<file path="src/rtl/pm_pkg.sv">
// constants, register map and carrier types of the port pin-function mux
// assumes a cpu clock of 200 MHz and a 32-bit apb register bus
package pm_pkg;

  ////////////////////////////////////////////////////////////////////////
  // register byte offsets
  localparam logic [7:0] PM_OFS_A_LATCH  = 8'h00; // three-pin port latch
  localparam logic [7:0] PM_OFS_A_MODE   = 8'h04; // three-pin output types
  localparam logic [7:0] PM_OFS_B_LATCH  = 8'h08; // two-pin port latch
  localparam logic [7:0] PM_OFS_B_MODE   = 8'h0C; // two-pin output types
  localparam logic [7:0] PM_OFS_TRIM     = 8'h10; // oscillator trim
  localparam logic [7:0] PM_OFS_STATUS   = 8'h14; // pin levels and owners

  ////////////////////////////////////////////////////////////////////////
  // field positions and reset values
  localparam int         PM_TRIM_CLK_EN_BIT = 6;     // clock output enable
  localparam int         PM_MODE_W          = 2;     // bits per pin mode
  localparam logic [7:0] PM_TRIM_RESET      = 8'h00; // trim after reset
  localparam int         PM_ST_CLK_OUT_BIT  = 5;     // clock output active
  localparam int         PM_ST_XOUT_BIT     = 6;     // amplifier owns pin
  localparam int         PM_ST_XIN_BIT      = 7;     // crystal owns pin

  ////////////////////////////////////////////////////////////////////////
  // per-pin output types
  typedef enum logic [1:0] {
    PM_QUASI     = 2'h0,
    PM_PUSH_PULL = 2'h1,
    PM_INPUT     = 2'h2,
    PM_OPEN_DR   = 2'h3
  } pm_mode_type;

  // cpu clock source chosen by flash configuration
  typedef enum logic [1:0] {
    PM_SRC_RC       = 2'h0,
    PM_SRC_WATCHDOG = 2'h1,
    PM_SRC_EXTERNAL = 2'h2,
    PM_SRC_CRYSTAL  = 2'h3
  } pm_clk_src_type;

  // drive of one pad
  typedef struct packed {
    logic dout;    // level driven when enabled
    logic oe;      // output enable
    logic pull_up; // weak pull-up on
  } pm_pad_type;

  // spi core side signals, one bit per line
  typedef struct packed {
    logic mosi;
    logic miso;
    logic sclk;
  } pm_spi_type;

endpackage

</file>
<file path="src/rtl/pm_port_mux.sv">
// pin-function mux for the three-pin spi port and the two-pin
// oscillator / clock-output port, with an apb register slave
// assumes pad inputs already synchronous to clk, flash configuration
// static while running, and the spi core driving its own data lines
`timescale 1ns/1ps
`default_nettype none

module pm_port_mux
  import pm_pkg::*;
#(
  parameter int A_PINS = 3, // three-pin port width
  parameter int B_PINS = 2  // two-pin port width
) (
  // clock and reset
  input  wire  logic                 clk,
  input  wire  logic                 rst_n,
  // apb slave
  input  wire  logic                 psel,
  input  wire  logic                 penable,
  input  wire  logic                 pwrite,
  input  wire  logic [7:0]           paddr,
  input  wire  logic [31:0]          pwdata,
  output var   logic [31:0]          prdata,
  output var   logic                 pready,
  output var   logic                 pslverr,
  // flash configuration
  input  wire  pm_clk_src_type       flash_clk_src,
  input  wire  logic                 flash_rtc_on_crystal,
  // spi core
  input  wire  logic                 spi_enable,
  input  wire  logic                 spi_master,
  input  wire  pm_spi_type           spi_to_pin,
  output var   pm_spi_type           spi_from_pin,
  // oscillator amplifier output level
  input  wire  logic                 osc_amp_out,
  // three-pin port pads: bit 0 mosi, bit 1 miso, bit 2 serial clock
  input  wire  logic [A_PINS-1:0]    port_a_in,
  output var   pm_pad_type [A_PINS-1:0] port_a_pad,
  // two-pin port pads: bit 0 amplifier / clock out, bit 1 crystal in
  input  wire  logic [B_PINS-1:0]    port_b_in,
  output var   pm_pad_type [B_PINS-1:0] port_b_pad,
  // crystal input towards the oscillator
  output var   logic                 crystal_in_level
);

  ////////////////////////////////////////////////////////////////////////
  // pad drive from output type and latch bit
  function automatic pm_pad_type pm_drive(input logic [1:0] mode,
                                          input logic       latch);
    pm_pad_type pad;
    pad = '0;
    case (pm_mode_type'(mode))
      PM_QUASI: begin
        // strong low, weak pull-up for high
        pad.oe      = ~latch;
        pad.pull_up = 1'b1;
      end
      PM_PUSH_PULL: begin
        pad.oe   = 1'b1;
        pad.dout = latch;
      end
      PM_OPEN_DR: begin
        // only ever pulls low
        pad.oe = ~latch;
      end
      default: begin
        // input only: pad left alone
        pad = '0;
      end
    endcase
    return pad;
  endfunction

  // pad driven by a pin function
  function automatic pm_pad_type pm_func(input logic drive,
                                         input logic level);
    pm_pad_type pad;
    pad         = '0;
    pad.oe      = drive;
    pad.dout    = drive & level;
    return pad;
  endfunction

  ////////////////////////////////////////////////////////////////////////
  // software state
  logic [A_PINS-1:0]          a_latch;   // three-pin port latch
  logic [A_PINS*PM_MODE_W-1:0] a_mode;   // three-pin output types
  logic [B_PINS-1:0]          b_latch;   // two-pin port latch
  logic [B_PINS*PM_MODE_W-1:0] b_mode;   // two-pin output types
  logic [7:0]                 trim;      // oscillator trim register
  logic                       clk_div;   // halved cpu clock
  logic [A_PINS-1:0]          a_seen;    // sampled three-pin levels
  logic [B_PINS-1:0]          b_seen;    // sampled two-pin levels

  // pin ownership
  logic clk_out_allowed; // clock source permits clock output
  logic clk_out_active;  // clock output on the shared pin
  logic xout_owned;      // amplifier output owns the shared pin
  logic xin_owned;       // crystal input owns its pin

  ////////////////////////////////////////////////////////////////////////
  // ownership decode from flash configuration and trim
  always_comb begin
    // only rc, watchdog or external clock, crystal not on the rtc
    clk_out_allowed = (flash_clk_src != PM_SRC_CRYSTAL) &
                      ~flash_rtc_on_crystal;
    clk_out_active  = clk_out_allowed &
                      trim[PM_TRIM_CLK_EN_BIT];
    // amplifier needed for any crystal option
    xout_owned      = (flash_clk_src == PM_SRC_CRYSTAL) |
                      flash_rtc_on_crystal;
    // port use only for rc or watchdog with no rtc crystal
    xin_owned       = ~(((flash_clk_src == PM_SRC_RC) |
                         (flash_clk_src == PM_SRC_WATCHDOG)) &
                        ~flash_rtc_on_crystal);
  end

  ////////////////////////////////////////////////////////////////////////
  // apb slave: one wait state, answer on the second access cycle
  logic        bus_access;   // access phase this cycle
  logic        bus_commit;   // transfer completes at this edge
  logic        addr_ok;      // address is mapped
  logic [31:0] next_rdata;   // read data for the addressed register

  always_comb begin
    bus_access = psel & penable;
    bus_commit = bus_access & pready;
    addr_ok    = (paddr == PM_OFS_A_LATCH) | (paddr == PM_OFS_A_MODE) |
                 (paddr == PM_OFS_B_LATCH) | (paddr == PM_OFS_B_MODE) |
                 (paddr == PM_OFS_TRIM)    | (paddr == PM_OFS_STATUS);
  end

  // read mux, unmapped reads as zero
  always_comb begin
    next_rdata = 32'h0000_0000;
    case (paddr)
      PM_OFS_A_LATCH: next_rdata[A_PINS-1:0]           = a_latch;
      PM_OFS_A_MODE:  next_rdata[A_PINS*PM_MODE_W-1:0] = a_mode;
      PM_OFS_B_LATCH: next_rdata[B_PINS-1:0]           = b_latch;
      PM_OFS_B_MODE:  next_rdata[B_PINS*PM_MODE_W-1:0] = b_mode;
      PM_OFS_TRIM:    next_rdata[7:0]                  = trim;
      PM_OFS_STATUS: begin
        next_rdata[A_PINS-1:0]             = a_seen;
        next_rdata[A_PINS+B_PINS-1:A_PINS] = b_seen;
        next_rdata[PM_ST_CLK_OUT_BIT]      = clk_out_active;
        next_rdata[PM_ST_XOUT_BIT]         = xout_owned;
        next_rdata[PM_ST_XIN_BIT]          = xin_owned;
      end
      default: next_rdata = 32'h0000_0000;
    endcase
  end

  // handshake and read data flops
  always_ff @(posedge clk or negedge rst_n) begin
    if (!rst_n) begin
      pready  <= 1'b0;
      pslverr <= 1'b0;
      prdata  <= 32'h0000_0000;
    end else begin
      // ready rises one cycle into the access phase, for one cycle
      pready  <= bus_access & ~pready;
      pslverr <= bus_access & ~pready & ~addr_ok;
      if (bus_access & ~pready & ~pwrite) begin
        prdata <= next_rdata;
      end
    end
  end

  ////////////////////////////////////////////////////////////////////////
  // register writes, taken only at the completing edge
  always_ff @(posedge clk or negedge rst_n) begin
    if (!rst_n) begin
      // every latch in input-only mode, pull-ups off
      a_latch <= '1;
      a_mode  <= {A_PINS{PM_INPUT}};
      b_latch <= '1;
      b_mode  <= {B_PINS{PM_INPUT}};
      trim    <= PM_TRIM_RESET;
    end else if (bus_commit & pwrite) begin
      case (paddr)
        PM_OFS_A_LATCH: a_latch <= pwdata[A_PINS-1:0];
        PM_OFS_A_MODE:  a_mode  <= pwdata[A_PINS*PM_MODE_W-1:0];
        PM_OFS_B_LATCH: b_latch <= pwdata[B_PINS-1:0];
        PM_OFS_B_MODE:  b_mode  <= pwdata[B_PINS*PM_MODE_W-1:0];
        PM_OFS_TRIM:    trim    <= pwdata[7:0];
        default: begin
          // unmapped write has no effect
        end
      endcase
    end
  end

  ////////////////////////////////////////////////////////////////////////
  // clock output divider: toggles each cpu clock, so cpu clock / 2
  always_ff @(posedge clk or negedge rst_n) begin
    if (!rst_n) begin
      clk_div <= 1'b0;
    end else if (clk_out_active) begin
      clk_div <= ~clk_div;
    end else begin
      clk_div <= 1'b0;
    end
  end

  ////////////////////////////////////////////////////////////////////////
  // next pad drive for both ports
  pm_pad_type [A_PINS-1:0] next_a_pad; // three-pin drive
  pm_pad_type [B_PINS-1:0] next_b_pad; // two-pin drive
  pm_spi_type              spi_drive;  // which spi lines drive out

  always_comb begin
    spi_drive.mosi = spi_master;
    spi_drive.miso = ~spi_master;
    spi_drive.sclk = spi_master;
  end

  genvar gi;
  generate
    // port latch drive for every three-pin pad
    for (gi = 0; gi < A_PINS; gi = gi + 1) begin : g_a
      pm_pad_type latch_pad;
      always_comb begin
        latch_pad = pm_drive(a_mode[gi*PM_MODE_W +: PM_MODE_W],
                             a_latch[gi]);
      end
    end
    // port latch drive for every two-pin pad
    for (gi = 0; gi < B_PINS; gi = gi + 1) begin : g_b
      pm_pad_type latch_pad;
      always_comb begin
        latch_pad = pm_drive(b_mode[gi*PM_MODE_W +: PM_MODE_W],
                             b_latch[gi]);
      end
    end
  endgenerate

  // spi functions take the three-pin pads while the spi is on
  always_comb begin
    next_a_pad = {g_a[2].latch_pad, g_a[1].latch_pad, g_a[0].latch_pad};
    if (spi_enable) begin
      next_a_pad[0] = pm_func(spi_drive.mosi, spi_to_pin.mosi);
      next_a_pad[1] = pm_func(spi_drive.miso, spi_to_pin.miso);
      next_a_pad[2] = pm_func(spi_drive.sclk, spi_to_pin.sclk);
    end
  end

  // oscillator and clock output take the two-pin pads first
  always_comb begin
    next_b_pad = {g_b[1].latch_pad, g_b[0].latch_pad};
    if (xout_owned) begin
      next_b_pad[0] = pm_func(1'b1, osc_amp_out);
    end else if (clk_out_active) begin
      next_b_pad[0] = pm_func(1'b1, ~clk_div);
    end
    if (xin_owned) begin
      // crystal or external clock input: pad released
      next_b_pad[1] = pm_func(1'b0, 1'b0);
    end
  end

  ////////////////////////////////////////////////////////////////////////
  // registered pad drive
  always_ff @(posedge clk or negedge rst_n) begin
    if (!rst_n) begin
      port_a_pad <= '0;
      port_b_pad <= '0;
    end else begin
      port_a_pad <= next_a_pad;
      port_b_pad <= next_b_pad;
    end
  end

  ////////////////////////////////////////////////////////////////////////
  // sampled pad levels towards software, spi core and oscillator
  always_ff @(posedge clk or negedge rst_n) begin
    if (!rst_n) begin
      a_seen           <= '0;
      b_seen           <= '0;
      spi_from_pin     <= '0;
      crystal_in_level <= 1'b0;
    end else begin
      a_seen           <= port_a_in;
      b_seen           <= port_b_in;
      // the spi only hears lines it is not driving
      spi_from_pin.mosi <= ~spi_drive.mosi & port_a_in[0];
      spi_from_pin.miso <= ~spi_drive.miso & port_a_in[1];
      spi_from_pin.sclk <= ~spi_drive.sclk & port_a_in[2];
      crystal_in_level  <= xin_owned & port_b_in[1];
    end
  end

endmodule

`default_nettype wire
</file>
<file path="config.mk">
export PLATFORM = sky130hd
export DESIGN_NAME = pm_port_mux
export DESIGN_NICKNAME = d
export VERILOG_FILES = /design/src/rtl/pm_pkg.sv /design/src/rtl/pm_port_mux.sv
export SDC_FILE = /design/constraint.sdc
export NUM_CORES = 1
export LEC_CHECK = 0
export BUFFER_PORTS_ARGS = -buffer_cell sky130_fd_sc_hd__buf_2
export CAP_MARGIN = 30
export CORE_ASPECT_RATIO = 1.75
export CORE_MARGIN = 5
export CORE_UTILIZATION = 52
export DETAILED_ROUTE_END_ITERATION = 12
export PLACE_DENSITY = 0.9
export SLEW_MARGIN = 20
export SYNTH_ARGS = -nofsm -noshare
export SYNTH_HDL_FRONTEND = slang
export SYNTH_SLANG_ARGS = --single-unit
</file>
<file path="constraint.sdc">
create_clock -name clk -period 3.5 [get_ports clk]
set_clock_uncertainty 0.15 [all_clocks]
set_input_delay 0.7 -clock clk [delete_from_list [all_inputs] [get_ports clk]]
set_output_delay 0.7 -clock clk [all_outputs]
set_load 0.03 [all_outputs]
</file>
==> results.cfg <==
[routing]
drt-pass1-iter-count = 4
drtIter0Drc = 96
met2_length_um = 3350
num_vias = 2042
wl_met1_um = 2130
avgRoutedWirePerCell_um = 15.4
routed.top_layer = met4
finalWirelength_um = 6130
viasPerCell = 5.13
route.met3.wl_um = 458
drc = 0
ant_nets = 0

[critical_path]
setup.worst_path.class = input port to register
worstSetupStartpoint = paddr[5]
end_kind = register
cpMaxStageDelayCell = and3_1
worstReg2RegStart = pready
critPathArrivalTime_ps = 2440
worstPathRequired_ps = 3560
worstSetupStartpointType = input port
worstPathMaxFanout = 8
max_stage_delay_ps = 520
crit_chain = buf_2 > or3_4 > nor4_4 > and3_1 > mux2_2

[cts]
path_clk_slew_ps = 70
h-tree-depth = 3
post_cts_resize_count = 0
cts_hold_buf = 0
root_buffer = clkbuf_8
cts.sinks = 58
cts_max_path_buffers = 2
clkLatencyLatePin_ps = 340
cts_tree = done
cts_buffers = 9
cts_setup_buffers = 0

[logic_synthesis]
synth_ff_type = dfrtp_1
synth.distinct_cells = 41
synth.area.top_cells = dfrtp_1, dfstp_2, mux2_2, buf_4, ha_1
ys_seq_area_frac = 0.516
netlist_area_um2 = 2840
synth_area_leader_cell = dfrtp_1
synth_edf_count = 0
synth.avg_cell_area_um2 = 11.3
yosysMostFrequentCell = dfrtp_1
synth_seq_cells = 58
ys_top_cells_by_count = dfrtp_1, buf_4, mux2_2
synthCells = 250
yosysWarnings = 0
synth_top_area_frac = 0.424
async_flop_share = 1.00

[global_route]
overflow = 0
grt_max_degree = 32
track_usage = 0.190
grt_pass1_vias = 2152
antenna_found_initial = 0
grt_pass1_wl_um = 9940

[hold_path]
hold_class = input port to async pin

[floorplan]
row_count = 35
core_um2 = 5300
die_h_um = 108
die_area_um2 = 7090
io_pins = 112
die_w_um = 65.8
start_util = 0.535

[power]
p_leak_uw = 0.00163
combPwrFrac = 0.111
p_seq_frac = 0.490
ir_worst_vdd_mv = 0.300
powerDensity_nw_per_um2 = 424
p_int_uw = 1040
p_total_uw = 1410
power_switching_uw = 372
clkPwrFrac = 0.399
switching_share = 0.263

[run_status]
status = complete, no violations

[sta]
tns_ps = 0
worstMarginPinSlew_ps = 522
rsz0062_at_grt = no
finalCritPeriodShare = 0.680
slew_viol_final = 0
fmax_mhz = 420
timing.final.ws_setup_ps = 1120
finalHoldViolCount = 0
setup_viol = 0
fin_crit_ps = 2380
slew_headroom = 0.652

[cells_and_area]
multiInputGateArea_um2 = 1200
regArea_um2 = 1460
syn_to_final_growth_pct = 17.6
finalNetCount = 392
drive_above_1_share = 0.365
finalNonFillerCells = 398
final_util = 0.629
num-fill-cells = 421

[place]
placed_cells = 381
dp_hpwl_um = 4690
port_buffers = 63
pre_cts_slack_ps = 778
gp_congestion = 0.872

[run]
cap_violations = 0
==> stage by stage <==
step / instance area, um2 / hold WS [ps]
final: 3330 / 178
after global routing: 3330 / 214
after CTS: 3330 / 185
after detailed placement: 3150 / 317
after global placement: 3130 / 311
after floorplan: 2920 / 254
==> cells by family (layout without fill, tap and decap cells) <==
logic type | Yosys count | after routing | share of synthesized area
AND/OR/NAND/NOR | 76 | 76 | 0.140
AO/OA/AOI/OAI | 28 | 28 | 0.0622
multiplexers | 30 | 30 | 0.125
buffers and inverters | 42 | 92 | 0.0891
other | 1 | 25 | 0.00132
adder cells (fa/ha/maj) | 15 | 15 | 0.0662
flip-flops | 58 | 58 | 0.516
==> worst max-delay path: cells and delay by family <==
kind,cells,cell delay [ps]
multiplexers,1,390
AND/OR/NAND/NOR,3,1260
buffers and inverters,1,100
==> metal layers <==
layer | vias up | GRT usage
met5 | - | 0
met2 | 85 | 0.326
met1 | 996 | 0.188
met3 | 19 | 0.0679
li1 | 942 | -
met4 | 0 | 0.120
==> worst paths after layout <==
path                                 endpoint  slack (ps)  cells past startpoint
min in group clk                    b_seen[0]         320                      1
worst max-delay path                  trim[1]        1120                      5
worst min-delay path            port_a_pad[8]         180                      1
worst max register to register        trim[1]        1520                      4
worst min register to register      prdata[6]         320                      2
max in group asynchronous             trim[7]        2310                      3
==> state kept, by name, summed over array words and instances (netlist names), 2 cells and up <==
register and count:
a_seen 3, spi_from_pin 3, b_seen 2, a_mode 6, port_a_pad 9, port_b_pad 6, b_mode 4, trim 8
b_latch 2, prdata 8, a_latch 3
==> power by group through the flow <==
stage / clock [uW] / sequential, uW / combinational, uW
final: 564 / 693 / 157
after global placement: 0 / 704 / 150
after detailed placement: 0 / 705 / 156
after floorplan: 0 / 730 / 88.9
after CTS: 572 / 694 / 157
after global routing: 607 / 694 / 170
==> placed cells by master (no fill, tap or decap), types with 2 or more instances in the layout <==
| cell | instances |
|---|---|
| buf_2 | 63 |
| dfrtp_1 | 48 |
| conb_1 | 24 |
| mux2_2 | 23 |
| nand2_1 | 22 |
| nor2_1 | 19 |
| ha_1 | 15 |
| o21ai_0 | 12 |
| clkbuf_8 | 12 |
| inv_1 | 11 |
| dfstp_2 | 10 |
| nor2b_1 | 8 |
| nand3_1 | 6 |
| mux2i_1 | 5 |
| o31ai_1 | 4 |
| and2_1 | 3 |
| and3_1 | 3 |
| nor3_1 | 3 |
| nand3b_1 | 2 |
| a21oi_1 | 2 |
| a31oi_1 | 2 |
| mux4_2 | 2 |
| o311ai_0 | 2 |
| clkbuf_1 | 2 |
==> cell type report <==
class                           count  share of cell area
Antenna cell                        1            0.000751
Clock buffer                       14              0.0518
Clock inverter                      2             0.00375
Inverter                           11              0.0124
Multi-Input combinational cell    173               0.361
Sequential cell                    58               0.439
Tap cell                           74              0.0278
Timing Repair Buffer               65               0.103
Note: power is estimated with default switching activity, not from simulation.
